[src/rtl/gate_interlock_regs.vh]
// Timing constants for the safety gate interlock decision logic.
// Assumes a 200 MHz system clock; included by its bare name.
`ifndef GATE_INTERLOCK_REGS_VH
`define GATE_INTERLOCK_REGS_VH
// Clock period in ns
`define CLK_PERIOD_NS 5
// Input filter: samples that must agree before a level is accepted
`define FILT_LEN 4
`define FILT_CNT_W 3
// Indicator flash half period in ms and in cycles
`define FLASH_HALF_MS 250
`define FLASH_HALF_CYC ((`FLASH_HALF_MS * 1000000) / `CLK_PERIOD_NS)
// Magnet holding-force test duration in ms and in cycles
`define FORCE_TEST_MS 100
`define FORCE_TEST_CYC ((`FORCE_TEST_MS * 1000000) / `CLK_PERIOD_NS)
// Fault flash code: number of blinks per burst
`define FAULT_BLINKS 3
`define CNT_W 27
`endif

[src/rtl/gate_interlock.v]
// Decision logic of a coded safety gate switch with magnetic guard locking.
// Assumes asynchronous pin inputs, one 200 MHz clock, and a two-channel evaluator downstream.
// Notes on behaviour
// Both safety outputs high only with actuator, both inputs, lock command, force test passed.
// Any single failing enabling condition drops both safety outputs.
// Gate-closed output follows actuator presence only.
// One input falling while the other stays high flags unequal status.
// Fallen input returning while other stayed high flags error and locks out.
// Safety outputs stay off throughout the partial-operation lock.
// Lock clears only once both inputs have been low together.
// Magnet energised with lock command high and actuator present, and while the power-up force test runs.
// Holding-force test runs at power-up; pass is an enabling condition.
// Controller keeps lock command low at least 500 ms before raising it.
// Open or shorted winding while energised forces safety outputs low.
// Gate forced open while locked shuts the safety outputs down.
// Evaluator checks both outputs as two agreeing OSSD channels.
// Gate, lock-green and input indicators show presence, locking, inputs high.
// Input indicator flashes during partial operation.
// Lock indicator red when locking requested but not achieved.
// Internal fault lights fault red and flashes a code on the gate indicator.
// Control and presence inputs synchronised and filtered before evaluation.
`include "gate_interlock_regs.vh"

module gate_interlock (
    input wire clk,
    input wire rst_n,
    input wire actuator_present,
    input wire safety_in_ch1,
    input wire safety_in_ch2,
    input wire lock_command_in,
    input wire force_ok,
    input wire winding_open,
    input wire winding_short,
    output reg safety_out_ch1,
    output reg safety_out_ch2,
    output reg gate_closed_out,
    output reg magnet_on,
    output reg unequal_flag,
    output reg feasibility_error,
    output reg led_power_green,
    output reg led_fault_red,
    output reg led_gate,
    output reg led_input,
    output reg led_lock_green,
    output reg led_lock_red
);
    // Partial-operation states
    localparam ST_NORMAL = 2'b00;
    localparam ST_UNEQUAL = 2'b01;
    localparam ST_LOCKOUT = 2'b10;
    // Holding-force test states
    localparam FT_IDLE = 2'b00;
    localparam FT_RUN = 2'b01;
    localparam FT_PASS = 2'b10;
    localparam FT_FAIL = 2'b11;
    // Terminal counts sized to their counters
    localparam [`CNT_W-1:0] FT_LAST = `FORCE_TEST_CYC - 1;
    localparam [`CNT_W-1:0] FLASH_LAST = `FLASH_HALF_CYC - 1;
    localparam [3:0] BLINK_ON = `FAULT_BLINKS;
    localparam [3:0] BLINK_WRAP = 2 * `FAULT_BLINKS;

    reg rst_meta_reg;
    reg rst_sync_reg;
    wire srst_n;
    wire act_f;
    wire in1_f;
    wire in2_f;
    wire lock_f;
    wire fok_f;
    wire wopen_f;
    wire wshort_f;
    reg in1_prev_reg;
    reg in2_prev_reg;
    reg [1:0] po_state_reg;
    reg [1:0] po_state_next;
    reg [1:0] ft_state_reg;
    reg [`CNT_W-1:0] ft_cnt_reg;
    reg fault_reg;
    reg [`CNT_W-1:0] flash_cnt_reg;
    reg flash_reg;
    reg [3:0] blink_cnt_reg;
    wire enable;
    wire magnet_next;

    ////////////////////////////////////////////////////////////////
    // Reset release through two flops
    always @(posedge clk or negedge rst_n) begin
        if (!rst_n) begin
            rst_meta_reg <= 1'b0;
            rst_sync_reg <= 1'b0;
        end else begin
            rst_meta_reg <= 1'b1;
            rst_sync_reg <= rst_meta_reg;
        end
    end
    assign srst_n = rst_sync_reg;

    ////////////////////////////////////////////////////////////////
    // Every pin input is synchronised and filtered before use
    input_filter u_f_act (.clk(clk), .rst_n(srst_n), .din(actuator_present), .dout(act_f));
    input_filter u_f_in1 (.clk(clk), .rst_n(srst_n), .din(safety_in_ch1), .dout(in1_f));
    input_filter u_f_in2 (.clk(clk), .rst_n(srst_n), .din(safety_in_ch2), .dout(in2_f));
    input_filter u_f_lock (.clk(clk), .rst_n(srst_n), .din(lock_command_in), .dout(lock_f));
    input_filter u_f_fok (.clk(clk), .rst_n(srst_n), .din(force_ok), .dout(fok_f));
    input_filter u_f_wop (.clk(clk), .rst_n(srst_n), .din(winding_open), .dout(wopen_f));
    input_filter u_f_wsh (.clk(clk), .rst_n(srst_n), .din(winding_short), .dout(wshort_f));

    ////////////////////////////////////////////////////////////////
    // Partial-operation monitor on the two safety inputs
    always @* begin
        po_state_next = po_state_reg;
        case (po_state_reg)
            ST_NORMAL: begin
                if (in1_prev_reg && in2_prev_reg && (in1_f != in2_f)) begin
                    po_state_next = ST_UNEQUAL;
                end
            end
            ST_UNEQUAL: begin
                if (!in1_f && !in2_f) begin
                    po_state_next = ST_NORMAL;
                end else if (in1_f && in2_f) begin
                    po_state_next = ST_LOCKOUT;
                end
            end
            ST_LOCKOUT: begin
                if (!in1_f && !in2_f) begin
                    po_state_next = ST_NORMAL;
                end
            end
            default: po_state_next = ST_LOCKOUT;
        endcase
    end

    always @(posedge clk or negedge srst_n) begin
        if (!srst_n) begin
            po_state_reg <= ST_NORMAL;
            in1_prev_reg <= 1'b0;
            in2_prev_reg <= 1'b0;
        end else begin
            po_state_reg <= po_state_next;
            in1_prev_reg <= in1_f;
            in2_prev_reg <= in2_f;
        end
    end

    ////////////////////////////////////////////////////////////////
    // Power-up holding-force test: magnet is pulsed and force sensed
    always @(posedge clk or negedge srst_n) begin
        if (!srst_n) begin
            ft_state_reg <= FT_IDLE;
            ft_cnt_reg <= {`CNT_W{1'b0}};
        end else begin
            case (ft_state_reg)
                FT_IDLE: ft_state_reg <= FT_RUN;
                FT_RUN: begin
                    if (fok_f) begin
                        ft_state_reg <= FT_PASS;
                    end else if (ft_cnt_reg == FT_LAST) begin
                        ft_state_reg <= FT_FAIL;
                    end else begin
                        ft_cnt_reg <= ft_cnt_reg + 27'h1;
                    end
                end
                FT_PASS: ft_state_reg <= FT_PASS;
                FT_FAIL: ft_state_reg <= FT_FAIL;
                default: ft_state_reg <= FT_FAIL;
            endcase
        end
    end

    ////////////////////////////////////////////////////////////////
    // Winding fault is latched; only a reset clears it
    always @(posedge clk or negedge srst_n) begin
        if (!srst_n) begin
            fault_reg <= 1'b0;
        end else if (magnet_on && (wopen_f || wshort_f)) begin
            fault_reg <= 1'b1;
        end
    end

    // Magnet and enable decisions
    assign magnet_next = (lock_f && act_f) || (ft_state_reg == FT_RUN);
    // A forced-open gate drops act_f, which removes enable at once
    assign enable = act_f && in1_f && in2_f && lock_f && (ft_state_reg == FT_PASS) && !fault_reg
        && (po_state_reg != ST_LOCKOUT) && (po_state_next != ST_LOCKOUT); // see R1 see R2 see R6

    ////////////////////////////////////////////////////////////////
    // Flash timebase for indicators
    always @(posedge clk or negedge srst_n) begin
        if (!srst_n) begin
            flash_cnt_reg <= {`CNT_W{1'b0}};
            flash_reg <= 1'b0;
            blink_cnt_reg <= 4'h0;
        end else if (flash_cnt_reg == FLASH_LAST) begin
            flash_cnt_reg <= {`CNT_W{1'b0}};
            flash_reg <= ~flash_reg;
            if (flash_reg) begin
                blink_cnt_reg <= (blink_cnt_reg == BLINK_WRAP) ? 4'h0 : blink_cnt_reg + 4'h1;
            end
        end else begin
            flash_cnt_reg <= flash_cnt_reg + 27'h1;
        end
    end

    ////////////////////////////////////////////////////////////////
    // All outputs registered
    always @(posedge clk or negedge srst_n) begin
        if (!srst_n) begin
            safety_out_ch1 <= 1'b0;
            safety_out_ch2 <= 1'b0;
            gate_closed_out <= 1'b0;
            magnet_on <= 1'b0;
            unequal_flag <= 1'b0;
            feasibility_error <= 1'b0;
            led_power_green <= 1'b0;
            led_fault_red <= 1'b0;
            led_gate <= 1'b0;
            led_input <= 1'b0;
            led_lock_green <= 1'b0;
            led_lock_red <= 1'b0;
        end else begin
            safety_out_ch1 <= enable; // see R1
            safety_out_ch2 <= enable; // see R1
            gate_closed_out <= act_f;
            magnet_on <= magnet_next;
            unequal_flag <= (po_state_reg == ST_UNEQUAL);
            feasibility_error <= (po_state_reg == ST_LOCKOUT);
            led_power_green <= !fault_reg && (ft_state_reg != FT_FAIL);
            led_fault_red <= fault_reg || (ft_state_reg == FT_FAIL);
            // Fault code: bursts of blinks then a gap, on the gate indicator
            if (fault_reg || ft_state_reg == FT_FAIL) begin
                led_gate <= flash_reg && (blink_cnt_reg < BLINK_ON);
            end else begin
                led_gate <= act_f;
            end
            if (po_state_reg != ST_NORMAL) begin
                led_input <= flash_reg;
            end else begin
                led_input <= in1_f && in2_f;
            end
            led_lock_green <= magnet_on && act_f;
            led_lock_red <= lock_f && !(magnet_on && act_f && ft_state_reg == FT_PASS);
        end
    end
endmodule // gate_interlock

[src/rtl/input_filter.v]
// Two-flop synchroniser followed by an agreement filter.
// Assumes the input is asynchronous to clk; output changes only after FILT_LEN equal samples.
`include "gate_interlock_regs.vh"

module input_filter (
    input wire clk,
    input wire rst_n,
    input wire din,
    output reg dout
);
    reg meta_reg;
    reg sync_reg;
    reg [`FILT_CNT_W-1:0] cnt_reg;
    // Terminal count sized to the counter so the compare stays width-clean
    localparam [`FILT_CNT_W-1:0] FILT_LAST = `FILT_LEN - 1;

    ////////////////////////////////////////////////////////////////
    // First flop feeds only the second; filter looks at sync_reg
    always @(posedge clk or negedge rst_n) begin
        if (!rst_n) begin
            meta_reg <= 1'b0;
            sync_reg <= 1'b0;
            cnt_reg <= {`FILT_CNT_W{1'b0}};
            dout <= 1'b0;
        end else begin
            meta_reg <= din;
            sync_reg <= meta_reg;
            if (sync_reg == dout) begin
                cnt_reg <= {`FILT_CNT_W{1'b0}};
            end else if (cnt_reg == FILT_LAST) begin
                cnt_reg <= {`FILT_CNT_W{1'b0}};
                dout <= sync_reg; // Glitches shorter than the window never pass
            end else begin
                cnt_reg <= cnt_reg + 3'h1;
            end
        end
    end
endmodule // input_filter

[config.mk]
export PLATFORM = sky130hd
export DESIGN_NAME = gate_interlock
export DESIGN_NICKNAME = d
export VERILOG_FILES = /design/src/rtl/gate_interlock.v /design/src/rtl/input_filter.v
export VERILOG_INCLUDE_DIRS = /design/src /design/src/rtl
export SDC_FILE = /design/constraint.sdc
export NUM_CORES = 1
export LEC_CHECK = 0
export ABC_AREA = 1
export BUFFER_PORTS_ARGS = -buffer_cell sky130_fd_sc_hd__buf_2
export CAP_MARGIN = 20
export CORE_ASPECT_RATIO = 2
export CORE_MARGIN = 2
export CORE_UTILIZATION = 45
export CTS_BUF_LIST = sky130_fd_sc_hd__clkbuf_4 sky130_fd_sc_hd__clkbuf_8 sky130_fd_sc_hd__clkbuf_16
export DETAILED_ROUTE_END_ITERATION = 10
export PLACE_DENSITY = 0.64
export SYNTH_ARGS = -nofsm -noshare
export SYNTH_HDL_FRONTEND = slang
export SYNTH_HIERARCHICAL = 1
export SYNTH_SLANG_ARGS = --single-unit
[constraint.sdc]
create_clock -name clk -period 3.85 [get_ports clk]
set_input_delay 0.1925 -clock clk [delete_from_list [all_inputs] [get_ports clk]]
set_output_delay 0.1925 -clock clk [all_outputs]
set_load 0.005 [all_outputs]
# [Word-level counts from Yosys, hierarchy flattened]
# Cells that the tools add are included.
[word_totals] in_bits=9 register_bits=121 latchBits=0 ram_bits=0 rom_bits=0 elab_cells=161 mem_count=0 out_inout_bits=12
[op_classes] shifts=0 n_reduce_logical=37 n_mul=0 bitwise=10 n_div=0 addsub=10 magnitude_cmp=1 n_mux=26 n_eq_ne=27
[ops] cell="$add A27 B1 Y27 const B" n=2
[ops] cell="$mux W3" n=14
[ops] cell="$eq A27 B25 Y1 const B" n=1
[ops] cell="$eq A27 B26 Y1 const B" n=1
[ops] cell="$mux W27" n=1
[ops] cell="$add A3 B1 Y3 const B" n=7
[ops] cell="$eq A3 B2 Y1 const B" n=7
[ops] cell="$logic_and A1 B1 Y1" n=18
[ops] cell="$reduce_and A2 Y1" n=8
[ops] cell="$mux W2" n=6
[ops] cell="$not A1 Y1" n=10
[ops] cell="$pmux W2 S4" n=1
[ops] cell="$eq A1 B1 Y1" n=7
[ops] cell="$eq A2 B2 Y1 const B" n=3
[ops] cell="$ne A2 B2 Y1 const B" n=3
[ops] cell="$pmux W2 S3" n=1
[ops] cell="$add A4 B1 Y4 const B" n=1
[ops] cell="$eq A2 B1 Y1 const B" n=2
[ops] cell="$eq A4 B3 Y1 const B" n=1
[ops] cell="$logic_not A1 Y1" n=4
[ops] cell="$logic_not A2 Y1" n=2
[ops] cell="$lt A4 B2 Y1 const B" n=1
[ops] cell="$mux W4" n=1
[ops] cell="$logic_or A1 B1 Y1" n=3
[ops] cell="other kinds (5)" n=6

# [Depth between registers and ports, before layout]
# Gate-level depths: netlist (run 1).
[depth] depth_word=7 mapped_depth=11 ltp_nobuf=10

# [Cells and area by module]
# The synthesis (run 1) kept the hierarchy.
[modules_own_cells] mod="gate_interlock" seq_area_each_um2=1976.9 cells_each=647 area_per_inst_um2=4474.3 instances=1
[modules_own_cells] mod="input_filter" seq_area_each_um2=150.1 cells_each=25 area_per_inst_um2=239.0 instances=7

# [Least setup slack after synthesis (run 1)]
# OpenSTA, ideal clock, no wires.
[synth_path] kind="register to register" start="register ft_cnt_reg[0]" end="register ft_cnt_reg[18]" required_time_ns=3.785 setup_ns=0.065 path_buffers=1 slack_ns=2.215 t_arrival_ns=1.570 period_less_slack_ns=1.635 stages_incl_launch_ff=12 path_cell_list="dfrtp_1 > ha_1 > nand3_2 > clkinv_2 > nand2_4 > clkinv_4 > nand2_4 > nor2_2 > nor2_4 > buf_4 > nand2_1 > nand2_1"
[synth_via] elab_chain_len=3 elab_cells_between_ends=4 classes_between="add/sub: 1; eq/ne: 1; bitwise: 1; reduce/logical: 1"
[synth_lines] element="start: declaration" line_no="gate_interlock.v:77" source="reg [`CNT_W-1:0] ft_cnt_reg;"
[synth_lines] element="start signal: assignment" line_no="gate_interlock.v:151" source="ft_cnt_reg <= {`CNT_W{1'b0}};"
[synth_lines] element="start signal: assignment" line_no="gate_interlock.v:161" source="ft_cnt_reg <= ft_cnt_reg + 27'h1;"
[synth_lines] element="parallel branches: the longest is 3 deep, another holds $add A27 B1 Y27"
# Parallel ways; which one is timed is not known.
# A chain may end at the register's enable or synchronous reset.

# [Worst setup path in the final report (run 1)]
[layout_path] start="register ft_cnt_reg[0]" end="register ft_state_reg[1]"
[layout_via] elab_chain_len=2
[layout_lines] element="$eq A27 B25 Y1" line_no="gate_interlock.v:158" source="end else if (ft_cnt_reg == FT_LAST) begin"
[layout_lines] element="$ne A3 B2 Y1 (no line)"
[layout_lines] element="end signal: assignment" line_no="gate_interlock.v:157" source="ft_state_reg <= FT_PASS;"
[layout_lines] element="end signal: assignment" line_no="gate_interlock.v:159" source="ft_state_reg <= FT_FAIL;"
[layout_lines] element="end signal: assignment" line_no="gate_interlock.v:164" source="FT_PASS: ft_state_reg <= FT_PASS;"
[layout_lines] element="end: declaration" line_no="gate_interlock.v:76" source="reg [1:0] ft_state_reg;"
# No other way between the ends.

==> impl_metrics.yaml, run 1 <==
die:
  die-width_um: 86.6
  top_level_ports: 21
  die-height_um: 169
  core-area_um2: 13400
  dieArea_um2: 14700
  start_util_pct: 45.7
  rows: 60
power_and_ir_drop:
  ir_drop_mv: 0.244
  power_density_nw_per_um2: 500
  power_mw: 3.51
  power_leakage_nw: 3.63
place:
  dpl-instance-area_um2: 6400
  dpl_worst_slack_ns: 1.83
  gp_congestion: 0.928
  io_buffers: 20
  placed_cells: 992
  dp_hpwl_um: 10100
worst_setup_path:
  cp_cell_sequence: "ha_1, nand3_2, clkinv_2, nand2_4, clkinv_4, nand2_4, nor2_2, nor2_4, a21oi_1"
  critPathMaxStageDelay_ns: 0.51
  critPathCaptureType: "flop"
  crit_required_ns: 4.10
  critPathKind: "reg2reg"
  worst_ep_arrival_time_ns: 2.27
  crit_fanout: 28
  cp_common_cell: "nand2_4"
  slowest_stage: "nor2_4"
  start_kind: "flop"
cts:
  cts_max_path_buffers: 2
  h-tree-depth: 4
  clk_latency_ns: 0.41
  cts_buffers: 17
  cts_sinks: 121
  post_cts_buffers: 0
  cts_tree: "yes"
  clkTransAtPathRegs_ns: 0.06
  cts_root_buf: "clkbuf_16"
synthesis:
  ys_warn_count: 6
  netlist_instances: 822
  ys_ff_latch: 121
  synth_fp_nets: 842
  ys_types: 31
  syn_area_um2: 6150
  syn_area_per_cell_um2: 7.48
  yosysSeqAreaShare_pct: 49.3
sta:
  tightestPinTransition_ns: 0.830
  max_freq_mhz: 496
  maxSlewViolCount: 0
  setup_violations: 0
  fin_tns_setup_ns: 0
  relSlewSlack_pct: 44.7
  setup_slack_ns: 1.83
  fin_skew_ns: 0.00864
  fin_crit_ns: 2.02
  rsz0062_at_grt: "false"
  finalHoldViolations: 0
  period_share_pct: 52.4
detailed_routing:
  drc: 0
  post_drt_wl_per_cell_um: 12.9
  top_layer_used: "met4"
  route.met2.wl_um: 7610
  m1WireLength_um: 4760
  antenna_left: 0
  first_iter_violations: 202
  drtPass1Iterations: 4
  finalWirelength_um: 13300
  avgViaCountPerCell: 4.87
  wl_met3_um: 210
  vias: 5022
global_routing:
  grt_max_degree: 67
  antenna_found_initial: 0
  grt_util_all_layers_pct: 19.8
  grt_pass1_vias: 5008
  overflow: 0
  grt_pass1_wl_um: 22300
job:
  drv_cap: 0
final_layout:
  diodes: 0
  layout_common_cells: "293 x nand2_1, 138 x nor2_1, 120 x dfrtp_1"
  fin_area_um2: 7030
  fin_nets: 884
  final_cells: 1032
  drive_gt1_share_pct: 9.92
  final_common_cell: "nand2_1"
  synthToLayoutAreaGrowth_pct: 14.4
outcome:
  status: "finished clean"
worst_hold_path:
  worstHoldPathType: "in2async"
-- power by group --
part	switching, mW	internal [mW]	total (mW)
clock network	0.556	0.893	1.45
registers	0.154	1.45	1.60
logic	0.266	0.197	0.463
-- worst paths after layout --
| kind | startpoint | end | slack, ns | cells past startpoint |
|---|---|---|---|---|
| min in group clk | u_f_act/meta_reg$_DFF_PN0_ | u_f_act/sync_reg$_DFF_PN0_ | 0.35 | 0 |
| worst max register to register | ft_cnt_reg[0]$_DFFE_PN0P_ | ft_state_reg[1]$_DFFE_PN0N_ | 1.83 | 9 |
| worst min-delay path | rst_n | rst_sync_reg$_DFF_PN0_ | 0.10 | 2 |
| max in group asynchronous | rst_sync_reg$_DFF_PN0_ | flash_cnt_reg[24]$_DFF_PN0_ | 2.56 | 1 |
| worst max-delay path | ft_cnt_reg[0]$_DFFE_PN0P_ | ft_state_reg[1]$_DFFE_PN0N_ | 1.83 | 9 |
| worst min register to register | u_f_act/meta_reg$_DFF_PN0_ | u_f_act/sync_reg$_DFF_PN0_ | 0.35 | 0 |
-- synth_stat cells (all sizes together) --
master,instances,area (um2)
nor3,12,60.1
xnor2,7,61.3
nand3,42,215
xor2,19,166
inv,115,432
ha,11,138
conb,1,3.75
a21oi,2,10.0
nand2,316,1250
nor3b,1,7.51
nand3b,1,7.51
o31ai,1,7.51
a31oi,1,6.26
buf,5,48.8
nor4,1,6.26
and2,2,12.5
o21ai,9,56.3
a21boi,1,7.51
clkbuf,2,7.51
nand4,7,43.8
dfrtp,121,3030
clkinv,2,13.8
nor2,143,554
-- worst max-delay path, delay by kind of cell (launching register included) --
family	cells	cell delay, ns
AO/OA/AOI/OAI	1	0.12
buffers and inverters	2	0.17
flip-flops	1	0.43
adder cells (fa/ha/maj)	1	0.29
AND/OR/NAND/NOR	5	0.86
-- logic make-up (layout without fill, tap and decap cells) --
group                    Yosys count  in the layout  share of synthesized area (%)
flip-flops                       121            121                           49.3
AO/OA/AOI/OAI                     14             14                           1.43
adder cells (fa/ha/maj)           11             11                           2.24
AND/OR/NAND/NOR                  525            525                           35.2
buffers and inverters            124            179                           8.16
XOR/XNOR                          26             26                           3.70
other                              1              1                         0.0610
-- cell type report --
class                           count  area (um2)
Clock inverter                     13         106
Inverter                          117         445
Multi-Input combinational cell    577        2620
Fill cell                        1311        6410
Clock buffer                       19         440
Tap cell                          155         194
Timing Repair Buffer               30         195
Sequential cell                   121        3030
-- through the flow --
stage	util (%)	hold WS, ns
after floorplan	-	-0.103
after global placement	47.7	-0.0232
after detailed placement	47.7	-0.0166
after CTS	52.3	0.0906
after global routing	52.3	0.0871
final	52.3	0.102
-- what timing repair did --
item,in CTS,in global routing
endpoints found under the hold margin,9,0
setup endpoints to repair,0,0
hold buffers,8,0
resized for setup,0,0
-- per-layer routing --
metal  vias to the layer above  track usage (%)
met4                         0             13.4
met2                        77             37.3
met3                        47             3.75
li1                       2558                -
met5                         -                0
met1                      2340             18.3
Power figures use the tool's default switching activity.
==> inputs of run 2 (changes only) <==
ABC_AREA = 0   (was 1)
PLACE_DENSITY = 0.62   (was 0.64)
clock period = 2 ns   (was 3.85 ns; I/O delays follow)
==> run 2 against run 1 <==
Against the previous run: design area shrank 11%; die area decreased by 16%; fmax is 6.6% higher; global-route usage fell by 3.2 points; power grew 100%; utilization increased by 4.0 points; via count decreased by 36%; register-to-register slack worse by 1.7 ns; synthesized area decreased by 17%.
==> impl_metrics.yaml, run 2 <==
outcome:
  status: "finished clean"
cts:
  cts_max_path_buffers: 2
  cts_root_buf: "clkbuf_16"
  cts_buffers: 17
  cts_tree: "yes"
  cts_sinks: 121
  clk_latency_ns: 0.40
  clkTransAtPathRegs_ns: 0.05
  h-tree-depth: 4
synthesis:
  netlist.area_leader.share_pct: 59.4
  synth_fp_nets: 444
  ys_top_cells_by_area: "dfrtp_1 59%, xnor2_1 7.9%, nand3_1 2.8%"
  synth_ff_type: "dfrtp_1"
  ys_warn_count: 6
  synth_top_area_cell: "dfrtp_1"
  netlist_instances: 424
  yosysSeqAreaShare_pct: 59.4
  synth_edf_count: 0
  ys_types: 40
  syn_area_per_cell_um2: 12.0
  syn_area_um2: 5100
  async_flop_share_pct: 100
  synth_common_cells: "121 x dfrtp_1, 46 x xnor2_1, 34 x nor2_1"
  ys_ff_latch: 121
  synth_most_common_cell: "dfrtp_1"
place:
  dpl_worst_slack_ns: 0.0919
  gp_congestion: 0.770
  io_buffers: 20
  dp_hpwl_um: 5970
  dpl-instance-area_um2: 5550
worst_setup_path:
  critPathKind: "reg2reg"
  slowest_stage: "or4_4"
  cp_cell_sequence: "or4_4, nor4_4, buf_4, a21oi_2, mux2_1"
  worst-r2r-setup-slack_ns: 0.11
  worst_ep_arrival_time_ns: 2.17
  crit_fanout: 4
  critPathMaxStageDelay_ns: 0.55
  r2r_end: "ft_cnt_reg[1]$_DFFE_PN0P_"
  reg2reg_depth: 5
  critPathCaptureType: "flop"
  crit_required_ns: 2.28
  reg2reg_from: "ft_cnt_reg[23]$_DFFE_PN0P_"
  start_kind: "flop"
detailed_routing:
  antenna_left: 0
  avgViaCountPerCell: 5.04
  vias: 3237
  drc: 0
  post_drt_wl_per_cell_um: 13.4
  drtPass1Iterations: 4
  finalWirelength_um: 8630
  first_iter_violations: 111
power_and_ir_drop:
  ir_drop_mv: 0.727
  p_sw_share_pct: 23.2
  p_int_mw: 5.47
  p_switching_mw: 1.65
  power_density_nw_per_um2: 1130
  pwr-share-comb_pct: 12.0
  pwr-share-clk_pct: 44.9
  power_frac_seq_pct: 43.1
  power_leakage_nw: 2.82
global_routing:
  grt_max_degree: 44
  overflow: 0
  grt_pass1_wl_um: 16000
  grt_util_all_layers_pct: 16.6
  grt_pass1_vias: 3449
  antenna_found_initial: 0
die:
  top_level_ports: 21
  dieArea_um2: 12300
  die-height_um: 155
  rows: 55
  die-width_um: 79.3
  start_util_pct: 45.7
  core-area_um2: 11100
final_layout:
  layout_common_cells: "120 x dfrtp_1, 46 x xnor2_1, 33 x nor2_1"
  synthToLayoutAreaGrowth_pct: 23.2
  diodes: 0
  fin_nets: 508
  fin_area_um2: 6280
  final_common_cell: "dfrtp_1"
  drive_gt1_share_pct: 20.0
worst_hold_path:
  worstHoldPathType: "reg2async"
sta:
  period_share_pct: 94.6
  hold_ws_ns: 0.292
  tightestPinTransition_ns: 0.604
  relSlewSlack_pct: 59.4
  setup_violations: 0
  max_freq_mhz: 529
  fin_crit_ns: 1.89
  fin_skew_ns: 0.00602
  maxSlewViolCount: 0
  setup_slack_ns: 0.109
  fin_tns_setup_ns: 0
  finalHoldViolations: 0
  rsz0062_at_grt: "false"
job:
  drv_cap: 0
run 2: what timing repair did:
action	4_1_cts	5_1_grt
hold buffers	9	0
setup endpoints to repair	0	8
gates resized for setup	0	3
setup buffers	0	0
endpoints found under the hold margin	9	0
run 2: power groups by stage:
stage	sequential (mW)	clock, mW	combinational, mW
final	3.07	3.20	0.857
after global routing	3.13	3.39	0.996
after CTS	3.08	3.27	0.877
after detailed placement	3.12	0	0.865
after global placement	3.11	0	0.836
after floorplan	3.09	0	0.584
run 2: how the worst max path moves through the flow:
stage                                              to  depth (start not counted)  slack [ns]                   startpoint
after detailed placement    ft_cnt_reg[1]$_DFFE_PN0P_                          5        0.09   ft_cnt_reg[23]$_DFFE_PN0P_
after global placement      ft_cnt_reg[1]$_DFFE_PN0P_                          5        0.11   ft_cnt_reg[23]$_DFFE_PN0P_
after global routing       ft_cnt_reg[13]$_DFFE_PN0P_                          6        0.02  ft_state_reg[1]$_DFFE_PN0N_
after CTS                   ft_cnt_reg[1]$_DFFE_PN0P_                          5        0.07   ft_cnt_reg[23]$_DFFE_PN0P_
final                       ft_cnt_reg[1]$_DFFE_PN0P_                          5        0.11   ft_cnt_reg[23]$_DFFE_PN0P_
after floorplan           flash_cnt_reg[14]$_DFF_PN0_                          7        0.01   flash_cnt_reg[0]$_DFF_PN0_
run 2: cell families (layout without fill, tap and decap cells):
group / count (synthesis) / in the layout / synth area share, %
other: 1 / 1 / 0.0735
xor gates and xnor gates: 59 / 59 / 10.1
adders and majority gates: 11 / 11 / 2.70
AOI/OAI and AO/OA: 21 / 21 / 2.82
buffers and inverters: 15 / 91 / 1.18
and+or+nand+nor: 186 / 186 / 21.5
muxes: 10 / 10 / 2.21
DFF: 121 / 121 / 59.4
run 2: per-layer routing:
| metal | track usage [%] | part of all wire [%] | vias to the layer above |
|---|---|---|---|
| met5 | 0 | 0 | - |
| met4 | 8.13 | 2.1 | 0 |
| met3 | 3.50 | 2.3 | 15 |
| met2 | 25.7 | 49 | 32 |
| met1 | 22.0 | 46 | 1584 |
| li1 | - | - | 1606 |
run 2: final cells by class:
| cell class | count | area (um2) |
|---|---|---|
| flip-flops and latches | 121 | 3030 |
| fillers | 963 | 4870 |
| inverters | 8 | 30.0 |
| multi-input cells | 288 | 2030 |
| clock inverters | 8 | 144 |
| clock buffers | 23 | 483 |
| well taps | 142 | 178 |
| repair buffers | 52 | 388 |
run 2: metrics by stage:
stage | std cells | total power [mW] | utilization (%)
finish | 642 | 7.13 | 56.4
global route | 642 | 7.51 | 56.4
CTS | 642 | 7.23 | 56.3
detailed placement | 602 | 3.98 | 49.8
global placement | 602 | 3.94 | 49.8
floorplan | 424 | 3.67 | -
run 2: critical path: cells and delay by family, from the launching register on:
| kind | cells | cell delay, ns |
|---|---|---|
| muxes | 1 | 0.31 |
| DFF | 1 | 0.39 |
| buffers and inverters | 1 | 0.16 |
| and+or+nand+nor | 2 | 0.84 |
| AOI/OAI and AO/OA | 1 | 0.07 |
